===== src/design/fac_pkg.sv =====
package fac_pkg;
    // ****************************************************************
    // Sizes and register map
    // ****************************************************************
    localparam int NFILE = 4;
    localparam int FBYTES = 32;
    localparam int NBUF = 32;
    localparam logic [7:0] A_CMD = 8'h00;
    localparam logic [7:0] A_GO = 8'h04;
    localparam logic [7:0] A_STAT = 8'h08;
    localparam logic [7:0] A_CUR = 8'h0C;
    localparam logic [3:0] A_CFG_HI = 4'h1;
    localparam logic [31:0] REG_RST = 32'h0000_0000;
    localparam int GO_BIT = 0;
    localparam int ST_BUSY = 0;
    localparam int ST_DONE = 1;
    localparam int ST_ERR = 4;
    localparam int ST_PTR = 8;
    localparam int ST_CNT = 16;
    // ****************************************************************
    // Field codings
    // ****************************************************************
    localparam logic [1:0] FT_TRANS = 2'h0;
    localparam logic [1:0] FT_LIN = 2'h1;
    localparam logic [1:0] FT_CYC = 2'h2;
    localparam logic [2:0] M_NEXT = 3'h2;
    localparam logic [2:0] M_PREV = 3'h3;
    localparam logic [1:0] M_ABS = 2'h2;
    localparam logic [4:0] SID_RFU = 5'h1F;
    localparam logic [2:0] E_NONE = 3'h0;
    localparam logic [2:0] E_MODE = 3'h1;
    localparam logic [2:0] E_NOFILE = 3'h2;
    localparam logic [2:0] E_TYPE = 3'h3;
    localparam logic [2:0] E_ACCESS = 3'h4;
    localparam logic [2:0] E_RANGE = 3'h5;
    localparam logic [2:0] E_NODATA = 3'h6;
    // ****************************************************************
    // Types
    // ****************************************************************
    typedef enum logic [1:0] {OP_RDBIN, OP_UPBIN, OP_RDREC, OP_UPREC}
        fac_op_t;
    typedef struct packed {
        logic [7:0] len;
        logic [7:0] p2;
        logic [7:0] p1;
        logic [5:0] pad;
        fac_op_t op;
    } fac_cmd_t;
    typedef struct packed {
        logic [10:0] pad;
        logic [4:0] short_file_id;
        logic [3:0] cnt;
        logic [3:0] rlen;
        logic [2:0] pad2;
        logic exists;
        logic upd_ok;
        logic rd_ok;
        logic [1:0] ftype;
    } fac_cfg_t;
endpackage


===== src/design/fac_core.sv =====
`timescale 1ns/1ns
module fac_core
    import fac_pkg::*;
(
    // Clock and reset
    input wire logic pclk,
    input wire logic presetn,
    // APB slave
    input wire logic psel,
    input wire logic penable,
    input wire logic pwrite,
    input wire logic [7:0] paddr,
    input wire logic [31:0] pwdata,
    output logic pready,
    output logic [31:0] prdata,
    output logic pslverr
);
    typedef enum logic [1:0] {S_IDLE, S_DECODE, S_MOVE, S_FIN} fac_state_t;

    fac_state_t st_reg;
    fac_cmd_t cmd_reg;
    fac_cfg_t [NFILE-1:0] cfg_reg;
    logic [NFILE-1:0][3:0] ptr_reg;
    logic [NFILE-1:0][3:0] head_reg;
    logic [7:0] buf_mem [NBUF];
    logic [7:0] store_mem [NFILE*FBYTES];
    logic [1:0] cur_reg, tgt_reg;
    logic [4:0] off_reg, idx_reg;
    logic [5:0] cnt_reg, moved_reg;
    logic [2:0] err_reg;
    logic done_reg, set_ptr_reg, set_head_reg, set_cur_reg;
    logic [3:0] nptr_reg, nhead_reg;
    logic [31:0] prdata_reg;
    logic slverr_reg;

    // Decode results
    logic is_bin, is_upd, use_sid, cyc, nodata, bigrec, bad_mode;
    logic set_ptr, set_head;
    logic [2:0] mode, dec_err;
    logic [4:0] sid_w, sum, phys;
    logic [1:0] fsel, hit_idx;
    fac_cfg_t fc;
    logic [3:0] ptr_c, head_c, rec_w, nptr, nhead;
    logic [7:0] prod;
    logic [16:0] off16, span;
    logic [5:0] num_w;
    logic [NFILE-1:0] hit;

    // APB decode
    logic setup, wr, busy, is_cfg, is_buf, mapped;
    logic [1:0] cfg_i;
    logic [4:0] buf_i;

    // ****************************************************************
    // APB slave
    // ****************************************************************
    // Zero wait states: read data is captured in the setup cycle
    assign pready = 1'b1;
    assign prdata = prdata_reg;
    assign pslverr = slverr_reg;
    assign setup = psel && !penable;
    assign wr = psel && penable && pwrite;
    assign busy = st_reg != S_IDLE;
    assign is_cfg = paddr[7:4] == A_CFG_HI && paddr[1:0] == 2'h0;
    assign is_buf = paddr[7] && paddr[1:0] == 2'h0;
    assign cfg_i = paddr[3:2];
    assign buf_i = paddr[6:2];
    assign mapped = paddr == A_CMD || paddr == A_GO || paddr == A_STAT
        || paddr == A_CUR || is_cfg || is_buf;

    // Read mux and error answer, registered at setup
    always_ff @(posedge pclk or negedge presetn)
    begin
        if (!presetn)
        begin
            prdata_reg <= REG_RST;
            slverr_reg <= 1'b0;
        end
        else if (setup)
        begin
            slverr_reg <= !mapped;
            prdata_reg <= REG_RST;
            if (paddr == A_CMD)
                prdata_reg <= cmd_reg;
            else if (paddr == A_STAT)
            begin
                prdata_reg[ST_BUSY] <= busy;
                prdata_reg[ST_DONE] <= done_reg;
                prdata_reg[ST_ERR +: 3] <= err_reg;
                prdata_reg[ST_PTR +: 4] <= ptr_reg[cur_reg];
                prdata_reg[ST_CNT +: 6] <= moved_reg;
            end
            else if (paddr == A_CUR)
                prdata_reg[1:0] <= cur_reg;
            else if (is_cfg)
                prdata_reg <= cfg_reg[cfg_i];
            else if (is_buf)
                prdata_reg[7:0] <= buf_mem[buf_i];
        end
    end

    // Command and file setup; writes while busy are dropped
    always_ff @(posedge pclk or negedge presetn)
    begin
        if (!presetn)
        begin
            cmd_reg <= REG_RST;
            cfg_reg <= '0;
        end
        else if (wr && !busy)
        begin
            if (paddr == A_CMD)
                cmd_reg <= {pwdata[31:8], 6'h00, pwdata[1:0]};
            if (is_cfg)
                cfg_reg[cfg_i] <= {11'h000, pwdata[20:8], 3'h0,
                    pwdata[4:0]};
        end
    end

    // ****************************************************************
    // Command decode
    // ****************************************************************
    // Short identifier match, one comparator per file
    generate
        for (genvar gi = 0; gi < NFILE; gi++)
        begin : g_hit
            assign hit[gi] = cfg_reg[gi].exists
                && cfg_reg[gi].short_file_id == sid_w;
        end
    endgenerate

    // Lowest matching file wins
    always_comb
    begin
        hit_idx = 2'h0;
        for (int i = NFILE - 1; i >= 0; i--)
            if (hit[i])
                hit_idx = 2'(i);
    end

    // Target file, record number, offset and error, from cmd_reg, cur_reg and the selected file's setup, pointer and head
    always_comb
    begin
        is_bin = !cmd_reg.op[1];
        is_upd = cmd_reg.op[0];
        mode = cmd_reg.p2[2:0];
        // Binary: P1 b8 flags short id; record: P2 b8-b4
        use_sid = is_bin ? cmd_reg.p1[7] : cmd_reg.p2[7:3] != 5'h00;
        sid_w = is_bin ? cmd_reg.p1[4:0] : cmd_reg.p2[7:3];
        fsel = use_sid ? hit_idx : cur_reg;
        fc = cfg_reg[fsel];
        ptr_c = ptr_reg[fsel];
        head_c = head_reg[fsel];
        cyc = fc.ftype == FT_CYC;
        rec_w = 4'h0;
        set_ptr = 1'b0;
        set_head = 1'b0;
        nodata = 1'b0;
        bigrec = 1'b0;
        // P1 is not looked at in next or previous mode
        if (mode == M_NEXT)
        begin
            set_ptr = 1'b1;
            if (ptr_c == 4'h0)
                rec_w = 4'h1;
            else if (ptr_c >= fc.cnt)
            begin
                if (cyc)
                    rec_w = 4'h1;
                else
                    nodata = 1'b1;
            end
            else
                rec_w = ptr_c + 4'h1;
        end
        else if (mode == M_PREV)
        begin
            set_ptr = 1'b1;
            if (is_upd && cyc)
            begin
                // Oldest data sits in the last logical record
                rec_w = fc.cnt;
                set_head = 1'b1;
            end
            else if (ptr_c == 4'h0)
                rec_w = fc.cnt;
            else if (ptr_c == 4'h1)
            begin
                if (cyc)
                    rec_w = fc.cnt;
                else
                    nodata = 1'b1;
            end
            else
                rec_w = ptr_c - 4'h1;
        end
        else
        begin
            // P1 zero means current record
            rec_w = cmd_reg.p1 == 8'h00 ? ptr_c : cmd_reg.p1[3:0];
            bigrec = cmd_reg.p1[7:4] != 4'h0;
        end
        nptr = set_head ? 4'h1 : rec_w;
        // Logical record to physical slot around the cyclic head
        sum = {1'b0, head_c} + {1'b0, rec_w} - 5'h01;
        phys = sum >= {1'b0, fc.cnt} ? sum - {1'b0, fc.cnt} : sum;
        nhead = phys[3:0];
        prod = {4'h0, phys[3:0]} * {4'h0, fc.rlen};
        if (is_bin)
        begin
            off16 = use_sid ? {9'h000, cmd_reg.p2}
                : {2'h0, cmd_reg.p1[6:0], cmd_reg.p2};
            num_w = cmd_reg.len[5:0];
            span = off16 + {9'h000, cmd_reg.len};
        end
        else
        begin
            off16 = {9'h000, prod};
            num_w = {2'h0, fc.rlen};
            span = off16 + {13'h0000, fc.rlen};
        end
        // Reserved codes in either parameter byte
        bad_mode = is_bin ? cmd_reg.p1[7] && cmd_reg.p1[6:5] != 2'h0
            : sid_w == SID_RFU || !(mode == M_NEXT || mode == M_PREV
            || mode[2:1] == M_ABS);
        // First failing check names the error
        if (bad_mode)
            dec_err = E_MODE;
        else if (use_sid ? !(|hit) : !fc.exists)
            dec_err = E_NOFILE;
        else if (is_bin ? fc.ftype != FT_TRANS : !(cyc || fc.ftype == FT_LIN))
            dec_err = E_TYPE;
        else if (is_upd ? !fc.upd_ok : !fc.rd_ok)
            dec_err = E_ACCESS;
        else if (!is_bin && is_upd && cyc && mode != M_PREV)
            dec_err = E_MODE;
        else if (nodata)
            dec_err = E_NODATA;
        else if (!is_bin && (rec_w == 4'h0 || rec_w > fc.cnt || bigrec))
            dec_err = E_RANGE;
        else if (span > 17'(FBYTES))
            dec_err = E_RANGE;
        else if (!is_bin && is_upd && cmd_reg.len != {4'h0, fc.rlen})
            dec_err = E_RANGE;
        else
            dec_err = E_NONE;
    end

    // ****************************************************************
    // Sequencer
    // ****************************************************************
    // One byte per cycle between staging buffer and file store
    always_ff @(posedge pclk or negedge presetn)
    begin
        if (!presetn)
        begin
            st_reg <= S_IDLE;
            done_reg <= 1'b0;
            err_reg <= E_NONE;
            tgt_reg <= 2'h0;
            off_reg <= 5'h00;
            idx_reg <= 5'h00;
            cnt_reg <= 6'h00;
            moved_reg <= 6'h00;
            nptr_reg <= 4'h0;
            nhead_reg <= 4'h0;
            set_ptr_reg <= 1'b0;
            set_head_reg <= 1'b0;
            set_cur_reg <= 1'b0;
        end
        else
        begin
            case (st_reg)
                S_IDLE:
                    if (wr && paddr == A_GO && pwdata[GO_BIT])
                    begin
                        st_reg <= S_DECODE;
                        done_reg <= 1'b0;
                    end
                S_DECODE:
                begin
                    tgt_reg <= fsel;
                    off_reg <= off16[4:0];
                    cnt_reg <= num_w;
                    idx_reg <= 5'h00;
                    moved_reg <= 6'h00;
                    err_reg <= dec_err;
                    nptr_reg <= nptr;
                    nhead_reg <= nhead;
                    set_ptr_reg <= set_ptr && !is_bin;
                    set_head_reg <= set_head && !is_bin;
                    set_cur_reg <= use_sid;
                    // Errors skip the transfer entirely
                    st_reg <= dec_err == E_NONE ? S_MOVE : S_FIN;
                end
                S_MOVE:
                    if (cnt_reg == 6'h00)
                        st_reg <= S_FIN;
                    else
                    begin
                        cnt_reg <= cnt_reg - 6'h01;
                        off_reg <= off_reg + 5'h01;
                        idx_reg <= idx_reg + 5'h01;
                        moved_reg <= moved_reg + 6'h01;
                    end
                S_FIN:
                begin
                    done_reg <= 1'b1;
                    st_reg <= S_IDLE;
                end
                default:
                    st_reg <= S_IDLE;
            endcase
        end
    end

    // Pointer and head move only on success; current file on success or on an idle A_CUR write
    always_ff @(posedge pclk or negedge presetn)
    begin
        if (!presetn)
        begin
            ptr_reg <= '0;
            head_reg <= '0;
            cur_reg <= 2'h0;
        end
        else if (st_reg == S_FIN && err_reg == E_NONE)
        begin
            if (set_ptr_reg)
                ptr_reg[tgt_reg] <= nptr_reg;
            if (set_head_reg)
                head_reg[tgt_reg] <= nhead_reg;
            if (set_cur_reg)
                cur_reg <= tgt_reg;
        end
        else if (wr && !busy && paddr == A_CUR)
            cur_reg <= pwdata[1:0];
    end

    // Staging buffer: software fills it idle, reads land here
    always_ff @(posedge pclk or negedge presetn)
    begin
        if (!presetn)
            for (int i = 0; i < NBUF; i++)
                buf_mem[i] <= 8'h00;
        else if (st_reg == S_MOVE && cnt_reg != 6'h00 && !is_upd)
            buf_mem[idx_reg] <= store_mem[{tgt_reg, off_reg}];
        else if (wr && !busy && is_buf)
            buf_mem[buf_i] <= pwdata[7:0];
    end

    // File store, written only by update commands
    always_ff @(posedge pclk or negedge presetn)
    begin
        if (!presetn)
            for (int i = 0; i < NFILE * FBYTES; i++)
                store_mem[i] <= 8'h00;
        else if (st_reg == S_MOVE && cnt_reg != 6'h00 && is_upd)
            store_mem[{tgt_reg, off_reg}] <= buf_mem[idx_reg];
    end
endmodule


===== config.mk =====
export PLATFORM = sky130hd
export DESIGN_NAME = fac_core
export DESIGN_NICKNAME = d
export VERILOG_FILES = /design/src/design/fac_pkg.sv /design/src/design/fac_core.sv
export SDC_FILE = /design/constraint.sdc
export NUM_CORES = 2
export LEC_CHECK = 0
export ABC_AREA = 1
export BUFFER_PORTS_ARGS = -buffer_cell sky130_fd_sc_hd__buf_4
export CORE_MARGIN = 2
export CORE_UTILIZATION = 50
export CTS_CLUSTER_SIZE = 20
export DETAILED_ROUTE_END_ITERATION = 8
export HOLD_SLACK_MARGIN = 0.05
export PLACE_DENSITY = 0.76
export SLEW_MARGIN = 20
export SYNTH_ARGS = -nofsm -noshare
export SYNTH_HDL_FRONTEND = slang
export SYNTH_SLANG_ARGS = --single-unit

===== constraint.sdc =====
create_clock -name pclk -period 9 [get_ports pclk]
set_clock_uncertainty 0.15 [all_clocks]
set_input_delay 1.8 -clock pclk [delete_from_list [all_inputs] [get_ports pclk]]
set_output_delay 1.8 -clock pclk [all_outputs]
set_load 0.02 [all_outputs]

Word level (Yosys, flattened, before mapping)
Index checks and enable logic that the tools add are counted.
{"block": "op_classes", "addsub": 11, "multipliers": 1, "order_cmp": 16, "eq_ne": 24, "mux": 119, "n_bitwise": 3, "n_reduce_logical": 81}
{"operator": "bitwise mux 1024 bit", "count": 1}
{"operator": "bitwise mux 256 bit", "count": 2}
{"operator": "2-to-1 mux 256 bit", "count": 2}
{"operator": "binary-select mux 32 bit (select 2 bit)", "count": 2}
{"operator": "bitwise mux 128 bit", "count": 1}
{"operator": "2-to-1 mux 32 bit", "count": 3}
{"operator": "2-to-1 mux 8 bit", "count": 11}
{"operator": "binary-select mux 8 bit (select 5 bit)", "count": 2}
{"operator": "demux 8 bit (select 5 bit)", "count": 2}
{"operator": "2-to-1 mux 4 bit", "count": 17}
{"operator": "demux 32 bit (select 2 bit)", "count": 1}
{"operator": "binary-select mux 8 bit (select 7 bit)", "count": 1}
{"operator": "demux 8 bit (select 7 bit)", "count": 1}
{"operator": "bitwise mux 16 bit", "count": 2}
{"operator": "logical AND 1 bit", "count": 32}
{"operator": "2-to-1 mux 16 bit", "count": 2}
{"operator": "2-to-1 mux 3 bit", "count": 10}
{"operator": "2-to-1 mux 30 bit", "count": 1}
{"operator": "2-to-1 mux 2 bit", "count": 13}
{"operator": "binary-select mux 4 bit (select 2 bit)", "count": 3}
{"operator": "2-to-1 mux 1 bit", "count": 24}
{"operator": "2-to-1 mux 24 bit", "count": 1}
{"operator": "2-to-1 mux 6 bit", "count": 4}
{"operator": "case mux 6 bit (2 select lines)", "count": 2}
{"operator": "54 further kinds", "count": 115}
{"block": "word_totals", "register_bits": 1542, "input_bits": 45, "output_inout_bits": 34, "word_cells": 479}

Longest topological paths before layout
{"block": "logic_depth", "depth_word": 36, "mapped_depth": 69, "mapped_depth_nobuf": 69}

Least setup slack after synthesis
Ideal clock, no wire load.
{"block": "synth_path", "path_type": "reg2reg", "startpoint": "register cmd_reg[1] in the netlist's numbering", "endpoint": "register st_reg[0]", "setup_time_ns": 0.134, "t_arrival_ns": 8.972, "required_ns": 8.716, "setup_slack_ns": -0.256, "stages_incl_launch_ff": 64, "path_buffers": 5, "synth_period_minus_slack_ns": 9.256, "cell_sequence": "dfrtp_1 -> buf_4 -> nand2_2 -> nand2_2 -> nand2_1 -> nand2_1 -> nor2_1 -> nand2_1 -> nor2_2 -> nand2_1 -> nand2_1 -> nand2_4 -> nand2_8 -> buf_6 -> buf_6 -> clkbuf_1 -> clkbuf_1 -> nand2_1 -> [28 not listed] -> a211oi_1 -> xor2_1 -> nor2_1 -> nand3_1 -> nand3_1 -> nand3_1 -> a21oi_1 -> nand2_1 -> nor2_1 -> nand2_1 -> nand3_1 -> nand2_1 -> nand2_1 -> nand2_1 -> nand2_1 -> nand3_1 -> nand2_1 -> a21oi_1"}
{"block": "synth_via", "elab_chain_cells": 36, "word_cells_on_any_way": 94, "classes_between": "7 x add/sub; 1 x mul; 4 x order compare; 9 x eq/ne; 49 x mux; 24 x reduce/logical"}
{"element": "start, declared", "line_no": "fac_core.sv:21", "source": "fac_cmd_t cmd_reg;"}
{"element": "start signal, assigned", "line_no": "fac_core.sv:113", "source": "cmd_reg <= {pwdata[31:8], 6'h00, pwdata[1:0]};"}
{"element": "parallel branches: the longest is 32 deep, another holds subtractor 4 x 1 -> 4 bit"}
{"element": "2-to-1 mux 3 bit (*)", "line_no": "fac_core.sv:227", "source": "if (bad_mode)"}
{"element": "zero test 3 bit (*)", "line_no": "fac_core.sv:294", "source": "st_reg <= dec_err == E_NONE ? S_MOVE : S_FIN;"}
{"element": "2-to-1 mux 1 bit (*)", "line_no": "fac_core.sv:294"}
{"element": "case mux 2 bit (4 select lines) (*)", "line_no": "fac_core.sv:273", "source": "case (st_reg)"}
{"element": "end signal, assigned", "line_no": "fac_core.sv:294"}
{"element": "end, declared", "line_no": "fac_core.sv:20", "source": "fac_state_t st_reg;"}
Mark *: on every way between the ends. The select of a mux whose other input is x is not followed.
A chain may end at the register's enable or synchronous reset.

Worst setup path after layout
Same ends and word-level chain as after synthesis.

==> out/metrics.cfg <==
[finish]
nNetsFinal = 8458
design_area_mm2 = 0.0802
n_fill_cell = 12345
drive_gt1_share_pct = 10.0
final_common_cell = nand2_1
mostFrequentLayoutCells = nand2_1, dfrtp_1, o21ai_0
utilization_pct = 56.9
largest_register_ffs = 1024
finalNonFillerCells = 10365
n_antenna_cell = 0
area_growth_pct = 13.3

[clock_network]
htree_levels = 4
cts-root-buf = clkbuf_16
insertion_delay_ns = 0.82
ctsLongestPathBuffers = 3
cts_tree = done
cts_sinks = 1486
holdBufCountCts = 0
clkSlewWorstSetupHoldPaths_ns = 0.06
cts_buffers = 157

[global_routing]
grt_pass1_wl_um = 378000
grt_pass1_vias = 61294
grt_overflow_total = 0
grt_max_degree = 189
grt_antenna_before_repair = 4
track_usage_pct = 33.6

[sta]
slew_headroom_pct = 16.2
holdWs_ns = 0.333
max_clock_freq_mhz = 107
drv_slew = 0
min_period_ns = 9.33
period_share_pct = 104
setup_violations = 3
rsz0062_at_grt = yes
fin_tns_setup_ns = -0.825
finalHoldViolCount = 0
worst_pin_slew_ns = 1.25
layout_setup_ws_ns = -0.326

[synthesis]
postSynthAreaPerCell_um2 = 8.45
ys.flop_type = dfrtp_1
synth_mux_area_share_pct = 0.110
ys_warn_count = 0
syn_nets = 8481
seq_area_frac_synth_pct = 52.6
yosys.area_share.simple_pct = 17.2
synth-xor-area-share_pct = 0.334
synth_edf_count = 0
synth_area_mm2 = 0.0708
synth.distinct_cells = 68
synth_top_family_by_area = compound AO/OA/AOI/OAI gates
synth-seq-cells = 1486
async_reset_ff_share_pct = 100
synthCells = 8371
synth_compound_gate_area_share_pct = 22.5
synth_fa_ha_area_share_pct = 1.23

[pwr]
vdd_ir_drop_max_uv = 259
cellLeakagePower_nw = 36.6
power_mw = 19.2
power.density_mw_per_mm2 = 239

[detailed_routing]
drtAntennaViolNets = 0
vias = 65199
routed_via_density = 6.29
drt_wl_total_um = 248000
firstDrtPassIters = 9
wl_per_cell_um = 23.9
drt-initial-drc-count = 9057
drc = 0

[worst_setup_path]
slowest_stage = fa_2
cp.arrival_ns = 9.85
path_class = reg2reg
end_kind = flip-flop
cp.required_ns = 9.53
r2r_slack_ns = -0.33
cp_common_cell = nand2_1
crit_fanout = 8
slowest_delay_ns = 0.58
worstSetupStartpointType = flip-flop

[placed_design]
dp_hpwl_um = 157000
numPortBuffers = 77
dp_slack_ns = -0.737
gp_congestion = 1.06
placed_cells = 10051
placed_area_mm2 = 0.0741

[floorplan]
die_area_mm2 = 0.145
core_area_mm2 = 0.141
die_y_um = 380
initial_utilization_pct = 50.2
num_rows = 138
chipWidth_um = 380
pin_count = 79

[worst_hold_path]
holdCritPathClass = reg2reg

[status]
violations = setup timing
status = finished, violations left

[job]
cap_viol_max_count = 0

==> kinds of logic after synthesis <==
logic type / after synthesis
muxes: 7
adders and majority gates: 65
AOI/OAI and AO/OA: 2634
buffers and inverters: 1100
xor gates and xnor gates: 27
other: 1
DFF: 1486
and+or+nand+nor: 3051
==> where the power goes <==
group / internal, mW / switching (mW) / leakage (nW)
Combinational: 0.987 / 4.47 / 14.5
Clock: 3.86 / 2.85 / 2.64
Sequential: 6.86 / 0.140 / 19.5
Total: 11.7 / 7.46 / 36.6
==> per-layer routing <==
metal | vias up | track usage [%] | routed length (µm) | share of wire, %
met5 | - | 0 | 67 | 0.027
met4 | 8 | 17.9 | 14800 | 6.0
met3 | 883 | 7.51 | 26900 | 11
met2 | 4055 | 50.1 | 108000 | 44
met1 | 31503 | 45.9 | 97500 | 39
li1 | 28750 | - | - | -
==> synth_stat cells (5+ instances only) <==
cell	number	area share, %
o2bb2ai_1	5	0.062
inv_2	15	0.080
nor2_1	750	4.0
o22ai_1	111	0.98
a32oi_1	11	0.14
o211ai_1	28	0.30
mux2_2	6	0.095
a41oi_1	8	0.099
a2bb2oi_1	6	0.074
buf_2	63	0.45
nand4_1	129	1.1
nand3b_1	5	0.053
clkbuf_1	427	2.3
dfrtp_1	1486	53
inv_1	500	2.7
a22oi_1	255	2.7
nand2_2	12	0.11
xnor2_1	7	0.087
a22o_1	100	1.2
fa_1	8	0.23
o21ai_1	17	0.12
ha_1	57	1.0
a211oi_1	9	0.095
nand3_1	157	1.1
nor3_1	30	0.21
o221ai_1	177	2.2
o21ai_0	1080	7.6
o31ai_1	12	0.13
or4_1	5	0.053
nand2_1	1937	10
a21oi_1	629	4.4
or2_2	6	0.053
buf_1	68	0.36
nor4_1	5	0.044
a31oi_1	11	0.097
o2111ai_1	7	0.087
clkinv_1	20	0.11
a221oi_1	132	1.6
xor2_1	20	0.25
a2111oi_0	10	0.12
==> what timing repair did <==
| item | in CTS | in global routing |
|---|---|---|
| setup endpoints to repair | 3 | 3 |
| pin swaps | 35 | 54 |
| resized for setup | 55 | 82 |
| setup buffers | 21 | 7 |
==> cell type report <==
type                    instances  area (µm²)  share of cell area, %
flip-flops and latches       1486       37200                   46.4
clock inverters                56         721                  0.899
repair buffers                383        3170                   3.95
well taps                    1890        2360                   2.95
multi-input cells            5785       30100                   37.5
clock buffers                 230        4640                   5.78
inverters                     535        2030                   2.53
==> worst paths after layout <==
kind | startpoint | endpoint | depth (start not counted)
worst max-delay path | cmd_reg[1] | st_reg[0] | 61
worst min register to register | store_mem[62] | store_mem[62] | 2
worst min-delay path | store_mem[62] | store_mem[62] | 2
worst max register to register | cmd_reg[1] | st_reg[0] | 61
min in group asynchronous | presetn | prdata[23] | 1
max in group asynchronous | presetn | buf_mem[100] | 3
==> worst max-delay path, delay by kind of cell, from the launching register on <==
kind / cells / cell delay (ns)
compound gates: 11 / 1.67
fa+ha+maj: 9 / 3.11
buf+inv: 8 / 0.70
flops: 1 / 0.41
simple gates: 33 / 3.14
(Power assumes the default switching activity.)
